`src/design/trsl_regs.vh`:
```
// trsl_regs.vh: offsets, fields and reset values of the tone receiver
// assumes: included by bare name from design files only
`ifndef TRSL_REGS_VH
`define TRSL_REGS_VH

// register byte offsets
`define TRSL_OFS_RXDATA  8'h00
`define TRSL_OFS_CTRL    8'h04
`define TRSL_OFS_STATUS  8'h08
`define TRSL_OFS_INTSTAT 8'h0c
`define TRSL_OFS_INTCLR  8'h10
`define TRSL_OFS_INTEN   8'h14

// control fields
`define TRSL_CTRL_MODE   1
`define TRSL_CTRL_IRQEN  2
`define TRSL_CTRL_EXTCK  3
`define TRSL_CTRL_RST    4'h0

// status fields
`define TRSL_ST_EARLY    0
`define TRSL_ST_GUARD    1
`define TRSL_ST_VALID    2
`define TRSL_ST_DSTEER   3

// interrupt status fields
`define TRSL_INT_NEWDATA 0
`define TRSL_INT_TONEEND 1
`define TRSL_INT_RST     2'h0

// data register reset value
`define TRSL_RX_RST      4'h0

`endif

```
`src/design/trsl_guard.v`:
```
// trsl_guard.v: guard-time qualifier around the external rc network
// assumes: gt_lvl_i is already synchronised; ref_tick_i is a one-cycle
// pulse per reference clock period
`timescale 1ns/1ps
`default_nettype none

module trsl_guard (
  // clock, reset, enable
  input  wire       clk_sys_i,
  input  wire       rst_n_i,
  input  wire       ce_i,
  // qualifier inputs
  input  wire       ref_tick_i,
  input  wire       rx_en_i,
  input  wire       est_i,
  input  wire       gt_lvl_i,
  // pin drive and result
  output reg        pin_o,
  output reg        pin_oe_o,
  output reg        present_o,
  output reg        rise_o,
  output reg        fall_o
);

  // pin drive follows early steering; the rc network turns it into a
  // delayed level, and the returning level decides presence
  always @(posedge clk_sys_i) begin
    if (!rst_n_i) begin
      pin_o     <= 1'b0;
      pin_oe_o  <= 1'b0;
      present_o <= 1'b0;
      rise_o    <= 1'b0;
      fall_o    <= 1'b0;
    end else if (ce_i) begin
      rise_o   <= 1'b0;
      fall_o   <= 1'b0;
      // drive only while reception is allowed; released otherwise
      pin_oe_o <= rx_en_i;
      pin_o    <= rx_en_i & est_i;
      // evaluate only on reference ticks so timing follows the crystal
      if (ref_tick_i) begin
        if (!present_o && rx_en_i && gt_lvl_i) begin
          // charged past threshold: tone held for the present guard
          present_o <= 1'b1;
          rise_o    <= 1'b1;
        end else if (present_o && !gt_lvl_i) begin
          // discharged: absence held for the absent guard; a short
          // dropout never gets here because the cap stays charged
          present_o <= 1'b0;
          fall_o    <= 1'b1;
        end
      end
    end
  end

endmodule // trsl_guard

`default_nettype wire

```
`src/design/trsl_top.v`:
```
// trsl_top.v: receive qualification, data latch and status of the
// dual-tone receiver, with an apb register slave
// assumes: tone_detect_i and tone_code_i come from decoder logic on
// clk_sys_i; steer_guard_i and osc_in_pin_i are asynchronous pins
//
// Notes on behaviour
// - short tones never update data or flags
// - tone held for guard time gets latched
// - after absence guard, code held until next
// - dropouts shorter than absent guard ignored
// - received code is four bits wide
// - delayed steer reads low while signal valid
// - valid flag set on latch, status read clears
// - early steer follows raw frequency detection
// - guard pin drives rc, return level qualifies
// - timing derived from reference oscillator
// - external clock accepted, oscillator output idle
// - code uses transmitter digit encoding
// - call-progress mode blocks all reception
// - interrupt pin needs enable and tone mode
`timescale 1ns/1ps
`default_nettype none
`include "trsl_regs.vh"

module trsl_top (
  // clock, reset, enable
  input  wire        clk_sys_i,
  input  wire        rst_n_i,
  input  wire        ce_i,
  // apb slave
  input  wire        psel_i,
  input  wire        penable_i,
  input  wire        pwrite_i,
  input  wire [7:0]  paddr_i,
  input  wire [31:0] pwdata_i,
  output reg  [31:0] prdata_o,
  output reg         pready_o,
  output reg         pslverr_o,
  // tone decoder
  input  wire        tone_detect_i,
  input  wire [3:0]  tone_code_i,
  // guard pin
  input  wire        steer_guard_i,
  output reg         steer_guard_o,
  output reg         steer_guard_oe_o,
  // reference oscillator pins
  input  wire        osc_in_pin_i,
  output reg         osc_out_pin_o,
  output reg         osc_out_pin_oe_o,
  // status pins
  output reg         early_steer_out_o,
  output reg  [3:0]  rx_code_bits_o,
  output reg         irq_tone_out_n_o,
  output reg         irq_o
);

  // decode of a register offset, used by read and write paths
  function [2:0] reg_sel;
    input [7:0] a;
    begin
      case (a)
        `TRSL_OFS_RXDATA:  reg_sel = 3'h1;
        `TRSL_OFS_CTRL:    reg_sel = 3'h2;
        `TRSL_OFS_STATUS:  reg_sel = 3'h3;
        `TRSL_OFS_INTSTAT: reg_sel = 3'h4;
        `TRSL_OFS_INTCLR:  reg_sel = 3'h5;
        `TRSL_OFS_INTEN:   reg_sel = 3'h6;
        default:           reg_sel = 3'h0;
      endcase
    end
  endfunction

  // selector codes
  localparam [2:0] SEL_NONE = 3'h0;
  localparam [2:0] SEL_RX   = 3'h1;
  localparam [2:0] SEL_CTRL = 3'h2;
  localparam [2:0] SEL_STAT = 3'h3;
  localparam [2:0] SEL_IST  = 3'h4;
  localparam [2:0] SEL_ICLR = 3'h5;
  localparam [2:0] SEL_IEN  = 3'h6;

  // synchronisers for the two asynchronous pins
  reg        gt_s1_q;      // first stage, read only by second
  reg        gt_s2_q;      // guard pin level, safe to use
  reg        osc_s1_q;     // first stage, read only by second
  reg        osc_s2_q;     // reference level
  reg        osc_s3_q;     // previous reference level
  reg        ref_tick_q;   // one pulse per reference period

  // control and state registers
  reg [3:0]  ctrl_q;       // mode, irq enable, external clock
  reg [3:0]  rx_q;         // latched received code
  reg        valid_q;      // new data waiting for status read
  reg [1:0]  ist_q;        // sticky interrupt status
  reg [1:0]  ien_q;        // interrupt enables
  reg        est_q;        // early steering

  // guard qualifier results
  wire       g_pin;
  wire       g_pin_oe;
  wire       g_present;
  wire       g_rise;
  wire       g_fall;

  // bus decode
  wire [2:0] sel      = reg_sel(paddr_i);
  wire       acc      = psel_i & penable_i;
  wire       done     = acc & pready_o;
  wire       wr_done  = done & pwrite_i;
  wire       rd_stat  = done & ~pwrite_i & (sel == SEL_STAT);

  // reception allowed only in tone mode
  wire       cp_mode  = ctrl_q[`TRSL_CTRL_MODE];
  wire       rx_en    = ~cp_mode;
  wire       ext_clk  = ctrl_q[`TRSL_CTRL_EXTCK];

  // status word as read by software
  wire [3:0] status_w;
  assign status_w[`TRSL_ST_EARLY]  = est_q;
  assign status_w[`TRSL_ST_GUARD]  = gt_s2_q;
  assign status_w[`TRSL_ST_VALID]  = valid_q;
  // delayed steering is active low while a valid signal lasts
  assign status_w[`TRSL_ST_DSTEER] = ~g_present;

  // pin synchronisers; the reference edge detect reads stage two on
  always @(posedge clk_sys_i) begin
    if (!rst_n_i) begin
      gt_s1_q    <= 1'b0;
      gt_s2_q    <= 1'b0;
      osc_s1_q   <= 1'b0;
      osc_s2_q   <= 1'b0;
      osc_s3_q   <= 1'b0;
      ref_tick_q <= 1'b0;
    end else if (ce_i) begin
      gt_s1_q    <= steer_guard_i;
      gt_s2_q    <= gt_s1_q;
      osc_s1_q   <= osc_in_pin_i;
      osc_s2_q   <= osc_s1_q;
      osc_s3_q   <= osc_s2_q;
      // the reference runs continuously, so every rising edge counts
      ref_tick_q <= osc_s2_q & ~osc_s3_q;
    end
  end

  // oscillator output: amplifier drive for a crystal, released when an
  // external buffered clock feeds the input instead
  always @(posedge clk_sys_i) begin
    if (!rst_n_i) begin
      osc_out_pin_o    <= 1'b0;
      osc_out_pin_oe_o <= 1'b0;
    end else if (ce_i) begin
      osc_out_pin_o    <= ~osc_s2_q;
      osc_out_pin_oe_o <= ~ext_clk;
    end
  end

  // early steering follows raw detection in tone mode, with no guard qualification
  always @(posedge clk_sys_i) begin
    if (!rst_n_i) begin
      est_q             <= 1'b0;
      early_steer_out_o <= 1'b0;
    end else if (ce_i) begin
      est_q             <= tone_detect_i & rx_en;
      early_steer_out_o <= tone_detect_i & rx_en;
    end
  end

  // guard-time qualifier on the rc pin
  trsl_guard u_guard (
    .clk_sys_i  (clk_sys_i),
    .rst_n_i    (rst_n_i),
    .ce_i       (ce_i),
    .ref_tick_i (ref_tick_q),
    .rx_en_i    (rx_en),
    .est_i      (est_q),
    .gt_lvl_i   (gt_s2_q),
    .pin_o      (g_pin),
    .pin_oe_o   (g_pin_oe),
    .present_o  (g_present),
    .rise_o     (g_rise),
    .fall_o     (g_fall)
  );

  // pin outputs registered once more so they come straight from flops
  always @(posedge clk_sys_i) begin
    if (!rst_n_i) begin
      steer_guard_o    <= 1'b0;
      steer_guard_oe_o <= 1'b0;
    end else if (ce_i) begin
      steer_guard_o    <= g_pin;
      steer_guard_oe_o <= g_pin_oe;
    end
  end

  // received code latch: only a qualified rise loads it, so short
  // bursts and dropouts leave it untouched
  always @(posedge clk_sys_i) begin
    if (!rst_n_i) begin
      rx_q           <= `TRSL_RX_RST;
      rx_code_bits_o <= `TRSL_RX_RST;
    end else if (ce_i) begin
      if (g_rise && rx_en) begin
        // decoder code is already in the transmit digit encoding
        rx_q           <= tone_code_i;
        rx_code_bits_o <= tone_code_i;
      end
      // otherwise held until the next valid pair
    end
  end

  // data-valid flag; a new latch in the read cycle wins over the clear
  always @(posedge clk_sys_i) begin
    if (!rst_n_i) begin
      valid_q <= 1'b0;
    end else if (ce_i) begin
      if (g_rise && rx_en) begin
        valid_q <= 1'b1;
      end else if (rd_stat) begin
        valid_q <= 1'b0;
      end
    end
  end

  // interrupt pin: active low, needs enable and tone mode; it is set
  // with the valid flag, and a status read, call progress or disable releases it
  always @(posedge clk_sys_i) begin
    if (!rst_n_i) begin
      irq_tone_out_n_o <= 1'b1;
    end else if (ce_i) begin
      if (g_rise && rx_en && ctrl_q[`TRSL_CTRL_IRQEN]) begin
        irq_tone_out_n_o <= 1'b0;
      end else if (rd_stat || cp_mode ||
                   !ctrl_q[`TRSL_CTRL_IRQEN]) begin
        irq_tone_out_n_o <= 1'b1;
      end
    end
  end

  // control register
  always @(posedge clk_sys_i) begin
    if (!rst_n_i) begin
      ctrl_q <= `TRSL_CTRL_RST;
    end else if (ce_i) begin
      if (wr_done && sel == SEL_CTRL) begin
        ctrl_q <= pwdata_i[3:0];
      end
    end
  end

  // sticky event bits and enables; a set in the clear cycle wins
  always @(posedge clk_sys_i) begin
    if (!rst_n_i) begin
      ist_q <= `TRSL_INT_RST;
      ien_q <= `TRSL_INT_RST;
    end else if (ce_i) begin
      if (wr_done && sel == SEL_IEN) begin
        ien_q <= pwdata_i[1:0];
      end
      ist_q <= (ist_q & ~((wr_done && sel == SEL_ICLR) ?
                          pwdata_i[1:0] : 2'h0))
             | {g_fall, g_rise & rx_en};
    end
  end

  // level interrupt from enabled sticky bits
  always @(posedge clk_sys_i) begin
    if (!rst_n_i) begin
      irq_o <= 1'b0;
    end else if (ce_i) begin
      irq_o <= |(ist_q & ien_q);
    end
  end

  // apb answer: one wait state, data and error captured with pready
  always @(posedge clk_sys_i) begin
    if (!rst_n_i) begin
      pready_o  <= 1'b0;
      pslverr_o <= 1'b0;
      prdata_o  <= 32'h0;
    end else if (ce_i) begin
      pready_o  <= acc & ~pready_o;
      pslverr_o <= acc & ~pready_o & (sel == SEL_NONE);
      prdata_o  <= 32'h0;
      if (acc && !pready_o && !pwrite_i) begin
        case (sel)
          SEL_RX:   prdata_o <= {28'h0, rx_q};
          SEL_CTRL: prdata_o <= {28'h0, ctrl_q};
          SEL_STAT: prdata_o <= {28'h0, status_w};
          SEL_IST:  prdata_o <= {30'h0, ist_q};
          SEL_IEN:  prdata_o <= {30'h0, ien_q};
          // clear register is write-only and reads zero
          default:  prdata_o <= 32'h0;
        endcase
      end
    end
  end

endmodule // trsl_top

`default_nettype wire

```
`config.mk`:
```
export PLATFORM = sky130hd
export DESIGN_NAME = trsl_top
export DESIGN_NICKNAME = d
export VERILOG_FILES = /design/src/design/trsl_guard.v /design/src/design/trsl_top.v
export VERILOG_INCLUDE_DIRS = /design/src /design/src/design
export SDC_FILE = /design/constraint.sdc
export NUM_CORES = 1
export LEC_CHECK = 0
export BUFFER_PORTS_ARGS = -buffer_cell sky130_fd_sc_hd__buf_2
export CORE_UTILIZATION = 40
export DETAILED_ROUTE_END_ITERATION = 6
export PLACE_DENSITY = 0.77
export SLEW_MARGIN = 5
export SYNTH_ARGS = -nofsm -noshare
export SYNTH_HDL_FRONTEND = slang
export SYNTH_SLANG_ARGS = --single-unit
export TNS_END_PERCENT = 50
```
`constraint.sdc`:
```
create_clock -name clk_sys_i -period 2.4 [get_ports clk_sys_i]
set_input_delay 0.12 -clock clk_sys_i [delete_from_list [all_inputs] [get_ports clk_sys_i]]
set_output_delay 0.12 -clock clk_sys_i [all_outputs]
set_load 0.01 [all_outputs]
```
# Word level (Yosys, flattened, before mapping)
# Cells that the tools add are included.
[op_classes] eq_ne=11 n_reduce_logical=29 n_mux=15 bitwise=22
[op_table] op="$pmux 4 s5" count=1
[op_table] op="$pmux 3 s6" count=1
[op_table] op="$eq 8x4->1 const B" count=2
[op_table] op="$eq 8x5->1 const B" count=2
[op_table] op="$and 1x1->1" count=11
[op_table] op="$mux 1" count=11
[op_table] op="$logic_and 1x1->1" count=10
[op_table] op="$reduce_and 2->1" count=5
[op_table] op="$eq 3x3->1 const B" count=3
[op_table] op="$eq 8x3->1 const B" count=1
[op_table] op="$logic_not 8->1" count=1
[op_table] op="$not 1->1" count=7
[op_table] op="$eq 3x2->1 const B" count=2
[op_table] op="$reduce_bool 2->1" count=3
[op_table] op="$logic_not 1->1" count=5
[op_table] op="$and 2x2->2" count=2
[op_table] op="$mux 4" count=1
[op_table] op="$eq 3x1->1 const B" count=1
[op_table] op="$logic_not 3->1" count=1
[op_table] op="$reduce_and 3->1" count=1
[op_table] op="$logic_or 1x1->1" count=2
[op_table] op="$mux 2" count=1
[op_table] op="$not 2->2" count=1
[op_table] op="$or 2x2->2" count=1
[op_table] op="$reduce_or 2->1" count=1
[totals] inputBits=53 ff_bits=65 output_inout_bits=45 word_cells=103

# Logic depth before layout (Yosys ltp)
# Gate-level depths: netlist of the first run.
[depth] ltp_word=8 depth_mapped=5 mapped_depth_nobuf=4

# Modules after synthesis
# Synthesis of the first run repeated with hierarchy kept, for this count alone.
[unflattened] hier_cells=203 area_unflattened_um2=1828.0
[modules_own_cells] module="trsl_top" instances=1 seq_area_each_um2=640.6 area_per_inst_um2=1611.5 cells_per_inst=183
[modules_own_cells] module="trsl_guard" instances=1 seq_area_each_um2=100.1 area_per_inst_um2=216.5 cells_per_inst=20

# Least setup slack after synthesis of the first run
# OpenSTA, ideal clock, no wires.
[synth_timing] path_type="input to register" startpoint="in paddr_i[4]" endpoint="reg valid_q" required_time_ns=2.268 cell_stages=5 setup_slack_ns=0.864 path_buffers=1 arrival_time_ns=1.404 setup_time_ns=0.132 cell_sequence="buf_6 > or4b_4 > or3_4 > o31ai_1 > a21oi_1"
[synth_between] elab_chain_cells=6 elab_cells_between_ends=11 classes_between="eq/ne: 6; mux: 1; bitwise: 1; reduce/logical: 3"
[synth_rtl] element="start: declaration" line_no="trsl_top.v:34" source="input wire [7:0] paddr_i,"
[synth_rtl] element="$eq 8x5->1 (tied with other cells)" line_no="trsl_top.v:61" source="case (a)"
[synth_rtl] element="$pmux 3 s6 *" line_no="trsl_top.v:61"
[synth_rtl] element="$eq 3x2->1 *" line_no="trsl_top.v:110" source="wire rd_stat = done & ~pwrite_i & (sel == SEL_STAT);"
[synth_rtl] element="$and 1x1->1 *" line_no="trsl_top.v:110"
[synth_rtl] element="$reduce_bool 2->1 (no line) *"
[synth_rtl] element="$reduce_and 2->1 (no line) *"
[synth_rtl] element="end signal: assignment" line_no="trsl_top.v:214" source="valid_q <= 1'b0;"
[synth_rtl] element="end signal: assignment" line_no="trsl_top.v:217" source="valid_q <= 1'b1;"
[synth_rtl] element="end signal: assignment" line_no="trsl_top.v:219" source="valid_q <= 1'b0;"
[synth_rtl] element="end: declaration" line_no="trsl_top.v:93" source="reg valid_q;"
# Every way passes the cells marked *; elsewhere a longest branch is shown, timed or not.
# A chain may end at the register's enable or synchronous reset.

# Final worst setup path of the first run
[layout_timing] startpoint="reg ctrl_q[1]" endpoint="reg irq_tone_out_n_o"
[layout_between] elab_chain_cells=5 elab_cells_between_ends=8 classes_between="mux: 1; bitwise: 1; reduce/logical: 6"
[layout_rtl] element="start: declaration" line_no="trsl_top.v:91" source="reg [3:0] ctrl_q;"
[layout_rtl] element="start signal: assignment" line_no="trsl_top.v:242" source="ctrl_q <= `TRSL_CTRL_RST;"
[layout_rtl] element="start signal: assignment" line_no="trsl_top.v:245" source="ctrl_q <= pwdata_i[3:0];"
[layout_rtl] element="$not 1->1" line_no="trsl_top.v:114" source="wire rx_en = ~cp_mode;"
[layout_rtl] element="$logic_and 1x1->1 (2 in a row)" line_no="trsl_top.v:230" source="if (g_rise && rx_en && ctrl_q[`TRSL_CTRL_IRQEN]) begin"
[layout_rtl] element="$reduce_bool 2->1 (no line)"
[layout_rtl] element="$reduce_and 2->1 (no line)"
[layout_rtl] element="end signal: assignment" line_no="trsl_top.v:228" source="irq_tone_out_n_o <= 1'b1;"
[layout_rtl] element="end signal: assignment" line_no="trsl_top.v:231" source="irq_tone_out_n_o <= 1'b0;"
[layout_rtl] element="end signal: assignment" line_no="trsl_top.v:234" source="irq_tone_out_n_o <= 1'b1;"
[layout_rtl] element="end: declaration" line_no="trsl_top.v:53" source="output reg irq_tone_out_n_o,"
# Parallel ways exist; a longest one is shown, timed or not.

==> impl_metrics.toml, run 1 <==
[detailed_routing]
viasPerCell = 4.86
first_pass_iteration_count_of_the_detailed_router = 4
detail_route.iter0.violations = 89
post-route-drc-count = 0
route.final.wire_length_um = 3620
wl_cell_um = 11.8
drtAntennaViolNets = 0
vias = 1486

[power]
p_switching_uw = 301
power_frac_seq = 0.543
power_switching_share = 0.257
clkPwrFrac = 0.359
cellInternalPower_uw = 868
pwr-share-comb = 0.099
max-vdd-ir-drop_v = 0.000344
power.density_mw_per_mm2 = 564
cellLeakagePower_uw = 0.000921

[die]
core_area_mm2 = 0.00441
start_util = 0.422
die_w_um = 70.2
dieHeight_um = 70.2
row_count = 24
die_area_mm2 = 0.00493
num_io_pins = 98

[critical_path]
worst-setup-path-type = "flip-flop to flip-flop"
worstPathCellList = "nor2b_1, and2_0, nand2_1, a21o_1"
crit_arrival_ps = 1610
slowest_stage = "dfxtp_1"
reg2regPathDepth = 4
crit_path_max_fanout = 7
slowest_delay_ps = 380
crit_required_ps = 2580
crit_path_end_kind = "flip-flop"
worstSetupStartpointType = "flip-flop"

[clock_tree]
clock_insertion_delay_worst_skew_ps = 290
cts.sinks = 37
cts-buffers-inserted = 5
tritoncts = "built"
clockBufferDepth = 2
htree_num_levels = 2
holdBufCountCts = 0
cts_resized = 0
clkTransAtPathRegs_ps = 70
root_buffer = "clkbuf_8"
cts_setup_buffers = 0

[flow_run]
maxCapViolCount = 0

[synth]
synth_seq_cells = 37
fraction_of_synthesized_cell_area_taken_by_the_top_area_cell_type = 0.398
syn_area_per_cell_um2 = 8.70
post_synth_main_area_contributors = "dfxtp_1, buf_4, mux2i_1"
syn-cell-area_mm2 = 0.00186
post_synthesis_cells = 214
post-synth-top-area-cell = "dfxtp_1"
synthDistinctLibCells = 40
synth_warnings = 0
seq_area_frac_synth = 0.398

[place]
routability_congestion = 0.839
detailedPlacementHpwl_um = 2650
place.port_buffers = 41
worst_case_setup_slack_after_placement_ps = 729

[global_route]
total_grt_overflow = 0
grt_pass1_wl_um = 5850
first_global_vias = 1283
grt_start_max_net_pins = 30
antenna_violations_before_repair = 0
global_route.usage.total = 0.149

[final_layout]
flow.area_growth_from_synthesis_pct = 11.2
antenna_diodes = 0
filler_cell_count = 441
finish.net_count = 306
seqCellArea_um2 = 741
final_layout_size_suffix_gt1_frac = 0.217
multiInputGateArea_um2 = 955

[sta]
final.hold.worst_slack_ps = 34.2
timing.final.ws_setup_ps = 976
layout_worst_path_cycle_share = 0.593
finalSetupViolCount = 0
slew_violations = 0
fmaxAchievable_mhz = 702
fin_setup_tns_ps = 0
timing.slew.headroom = 0.483
unrepaired_setup_endpoints_after_global_routing = "no"
final_period_minus_worst_setup_slack_ps = 1420
hold_violations = 0
tightestPinTransition_ps = 775
timing.clock.skew_ps = 4.94

[hold_path]
min-delay-path-class = "input pin to flip-flop"
worstHoldPathCells = 2

[run_status]
run_status = "finished, final reports clean"
==> worst paths after layout <==
| path | startpoint | endpoint | slack (ps) |
|---|---|---|---|
| hold / removal | pwdata_i[0] | ist_q[0] | 30 |
| hold reg to reg | prdata_o[0] | prdata_o[0] | 450 |
| setup reg to reg | ctrl_q[1] | irq_tone_out_n_o | 980 |
| setup / recovery | ctrl_q[1] | irq_tone_out_n_o | 980 |
==> worst max-delay path: cells and delay by family (launching register included) <==
| family | cells | cell delay (ps) |
|---|---|---|
| AO/OA/AOI/OAI | 1 | 180 |
| flip-flops | 1 | 380 |
| AND/OR/NAND/NOR | 3 | 750 |
==> final cells by class <==
cell class              count  share of cell area
repair buffers             42               0.103
flip-flops and latches     37               0.358
clock inverters             2             0.00483
inverters                   4             0.00725
well taps                  52              0.0314
clock buffers               6              0.0350
multi-input cells         163               0.461
==> state kept, by name (all words and copies together) (netlist names), 2 cells and up <==
signal,cells
ist_q,2
rx_q,4
prdata_o,4
ien_q,2
ctrl_q,4
==> Yosys cell counts (all sizes together) <==
library cell,instances
and2,1
nand3b,3
nand4,1
a22oi,1
buf,31
nor2b,3
nand2,30
nor3b,1
a311oi,1
or4b,1
mux2i,19
nor3,2
o31ai,2
inv,4
nand3,3
nor4bb,1
nand4b,3
a211oi,2
o21a,1
o32ai,2
nor2,20
dfxtp,37
and4b,1
or4,1
conb,1
a21o,1
or3,2
mux2,2
clkbuf,6
a2bb2oi,2
o21ai,8
a21oi,15
a31oi,1
nand2b,5
==> through the flow <==
stage	cell area (um2)	utilization	instances	power, uW
final	2070	0.469	306	1170
after global routing	2070	0.469	306	1220
after CTS	2070	0.469	306	1180
after detailed placement	1990	0.450	298	764
after global placement	1990	0.450	298	762
after floorplan	1960	-	241	756
==> per-layer routing <==
layer / up-vias / global-route usage / part of all wire
met5: - / 0 / 0
met4: 0 / 0.0600 / 0.011
met3: 5 / 0.0404 / 0.067
met2: 58 / 0.230 / 0.46
met1: 665 / 0.195 / 0.46
li1: 758 / - / -
==> cell usage in the layout, fill, tap and decap left out, drive strengths merged, types with 2 or more instances in the layout <==
cell type	count
o31ai	2
o32ai	2
nand2	30
a2bb2oi	2
clkbuf	6
nor2	20
nand2b	5
nor2b	3
clkinv	2
buf	42
inv	4
mux2i	19
o21ai	8
nand3	3
conb	28
nand3b	3
nand4b	3
nor3	2
a211oi	2
a21oi	15
mux2	2
dfxtp	37
or3	2
==> power groups by stage <==
stage	combinational, uW	sequential (uW)	clock, uW
2_1_floorplan	106	650	0
3_3_place_gp	115	648	0
3_5_place_dp	116	648	0
4_1_cts	116	634	433
5_1_grt	128	635	461
6_report	115	634	419
==> cell families (layout without fill, tap and decap cells) <==
family / count (synthesis) / count (layout) / synth area share
other: 1 / 28 / 0.00201
and+or+nand+nor: 78 / 78 / 0.218
muxes: 21 / 21 / 0.114
buffers and inverters: 41 / 54 / 0.144
AOI/OAI and AO/OA: 36 / 36 / 0.124
DFF: 37 / 37 / 0.398
No activity file was read; power rests on OpenSTA's default activity.
==> run 2, diff against run 1 <==
--- a/config.mk
+++ b/config.mk
@@ -6,6 +6,7 @@
 export SDC_FILE = /design/constraint.sdc
 export NUM_CORES = 1
 export LEC_CHECK = 0
+export ABC_AREA = 1
 export BUFFER_PORTS_ARGS = -buffer_cell sky130_fd_sc_hd__buf_2
 export CORE_UTILIZATION = 40
 export DETAILED_ROUTE_END_ITERATION = 6
==> constraint.sdc (replaced) <==
create_clock -name clk_sys_i -period 1.49 [get_ports clk_sys_i]
set_input_delay 0.0745 -clock clk_sys_i [delete_from_list [all_inputs] [get_ports clk_sys_i]]
set_output_delay 0.0745 -clock clk_sys_i [all_outputs]
set_load 0.01 [all_outputs]
==> run 2 against run 1 <==
  * The run now ends with design-rule violations left
  * Critical path type unchanged
  * Register-to-register slack got worse by 800 ps
  * Highest routed layer unchanged
  * Synthesized cell count rose by 26%
  * Die area rose by 1.1%
  * Area after synthesis rose by 1.1%
  * Power rose by 64%
  * Largest power group unchanged
  * Design area rose by 3.7%
  * Maximum frequency rose by 8.3%
  * Clock power rose by 63%
  * Routed wire length rose by 11%
  * Critical endpoint is now ctrl_q[3]
==> impl_metrics.toml, run 2 <==
[critical_path]
crit_path_max_fanout = 6
startpoint = "pready_o"
worstSetupStartpointType = "flip-flop"
timing.rr.start = "pready_o"
worst-setup-path-type = "flip-flop to flip-flop"
crit_path_end_kind = "flip-flop"
crit_required_ps = 1700
crit_arrival_ps = 1530

[final_layout]
layout.cells.most_common = "nand2_1"
biggestRegsByFlops = "ctrl_q x4, prdata_o x4, rx_q x4"
seqCellArea_um2 = 742
instances_no_fill = 368
mostFrequentLayoutCells = "nand2_1, buf_2, nor2_1, dfxtp_1, conb_1"
antenna_diodes = 0
stdcell_area_mm2 = 0.00215
finish.net_count = 368
final_layout_size_suffix_gt1_frac = 0.203
flow.area_growth_from_synthesis_pct = 14.0
multiInputGateArea_um2 = 892
filler_cell_count = 454

[hold_path]
hp-start = "osc_in_pin_i"
min-delay-path-class = "input pin to flip-flop"

[sta]
finalSetupViolCount = 0
fmaxAchievable_mhz = 760
layout_worst_path_cycle_share = 0.883
timing.clock.skew_ps = 5.56
slew_violations = 0
final.hold.worst_slack_ps = 7.32
unrepaired_setup_endpoints_after_global_routing = "no"
fin_setup_tns_ps = 0
hold_violations = 0
final_period_minus_worst_setup_slack_ps = 1320

[synth]
synthDistinctLibCells = 26
dominantRegCellSynth = "dfxtp_1"
post-synth-top-area-cell = "dfxtp_1"
post_synthesis_cells = 270
syn_area_per_cell_um2 = 6.97
proportion_of_register_bits_with_asynchronous_set_or_reset_after_synthesis = 0
synth_cell_count_leaders = "nand2_1, nor2_1, dfxtp_1, buf_4, inv_1"
seq_area_frac_synth = 0.393
number_of_synthesized_flops_with_an_enable_pin = 0
fraction_of_synthesized_cell_area_taken_by_the_top_area_cell_type = 0.393
synth_seq_cells = 37
yosys.cell_count.top_type = "nand2_1"
syn-cell-area_mm2 = 0.00188
synth_warnings = 0
post_synth_main_area_contributors = "dfxtp_1, buf_4, nand2_1"

[run_status]
run_status = "complete, but fails checks"
violations = "design-rule violations"

[detailed_routing]
post-route-drc-count = 19
viasPerCell = 4.78
vias = 1758
route.final.wire_length_um = 4030
wl_cell_um = 11.0
detail_route.iter0.violations = 119
first_pass_iteration_count_of_the_detailed_router = 6
drtAntennaViolNets = 0

[die]
num_io_pins = 98
die_w_um = 70.6
core_area_mm2 = 0.00444
die_area_mm2 = 0.00499
dieHeight_um = 70.6
row_count = 24
start_util = 0.424

[power]
power.density_mw_per_mm2 = 892
cellLeakagePower_uw = 0.000996
max-vdd-ir-drop_v = 0.000645

[clock_tree]
clockBufferDepth = 2
clkTransAtPathRegs_ps = 70
clock_insertion_delay_worst_skew_ps = 290
htree_num_levels = 2
root_buffer = "clkbuf_8"
tritoncts = "built"
cts.sinks = 37
cts-buffers-inserted = 5
cts_setup_buffers = 0

[global_route]
grt_start_max_net_pins = 25
global_route.usage.total = 0.174
antenna_violations_before_repair = 0
total_grt_overflow = 0
grt_pass1_wl_um = 6650
first_global_vias = 1460

[place]
placedCellCount = 359
place_area_mm2 = 0.00205
detailedPlacementHpwl_um = 3010
routability_congestion = 0.879
place.port_buffers = 41

[flow_run]
maxCapViolCount = 0
## run 2: cell types whose count changed in the layout (fill, tap and decap cells not counted), moves of 4 or more
cell | previous run | this run
nand2b_1 | 5 | 0
nand3_1 | 3 | 15
buf_4 | 1 | 5
nand2_1 | 30 | 47
o21ai_1 | 4 | 0
mux2i_1 | 19 | 0
o21ai_0 | 4 | 16
a21oi_1 | 15 | 26
inv_1 | 4 | 27
nor2_1 | 20 | 39
## run 2: repair_timing
item | CTS | global route
hold buffers | 1 | 0
gates resized for setup | 0 | 1
hold endpoints to repair | 1 | 0
setup endpoints to repair | 0 | 4
## run 2: per-stage QoR
step	utilization	power, uW	worst slack [ps]
2_1_floorplan	-	1230	225
3_3_place_gp	0.461	1250	165
3_5_place_dp	0.461	1260	136
4_1_cts	0.483	1930	97.7
5_1_grt	0.483	2030	40.4
6_report	0.483	1920	175
## run 2: metal layers
metal / vias up / GRT usage / wire (um)
li1: 899 / - / -
met1: 792 / 0.225 / 1880
met2: 59 / 0.275 / 1840
met3: 8 / 0.0513 / 232
met4: 0 / 0.0667 / 78
met5: - / 0 / 0
## run 2: path summary, 6_finish.rpt
path               end  slack [ps]  cells after the start
min reg2reg    rx_q[2]         460                      2
min           osc_s1_q           7                      3
max          ctrl_q[3]         170                      6
max reg2reg  ctrl_q[3]         170                      6
## run 2: worst max-delay path, stage by stage, from the launching register on
cell and delay [ps]:
dfxtp_2 370, inv_2 60, nor3_4 170, nand2_2 110, nor3_4 280, nor2_1 70
nor3_1 170
## run 2: logic make-up (layout without fill, tap and decap cells)
logic type | count (synthesis) | after routing | synth area share
DFF | 37 | 37 | 0.393
buffers and inverters | 65 | 84 | 0.187
AOI/OAI and AO/OA | 49 | 49 | 0.141
other | 1 | 28 | 0.00199
and+or+nand+nor | 118 | 118 | 0.277
## run 2: power breakdown
part | internal, uW | switching, uW | leakage, uW
Sequential | 1010 | 12.6 | 0.000302
Combinational | 69.2 | 139 | 0.000650
Clock | 322 | 359 | 0.0000439
## run 2: final cells by class
class                   count  share of cell area
multi-input cells         195               0.416
repair buffers             47               0.118
flip-flops and latches     37               0.346
well taps                  52              0.0303
inverters                  29              0.0507
clock buffers               5              0.0321
clock inverters             3             0.00816
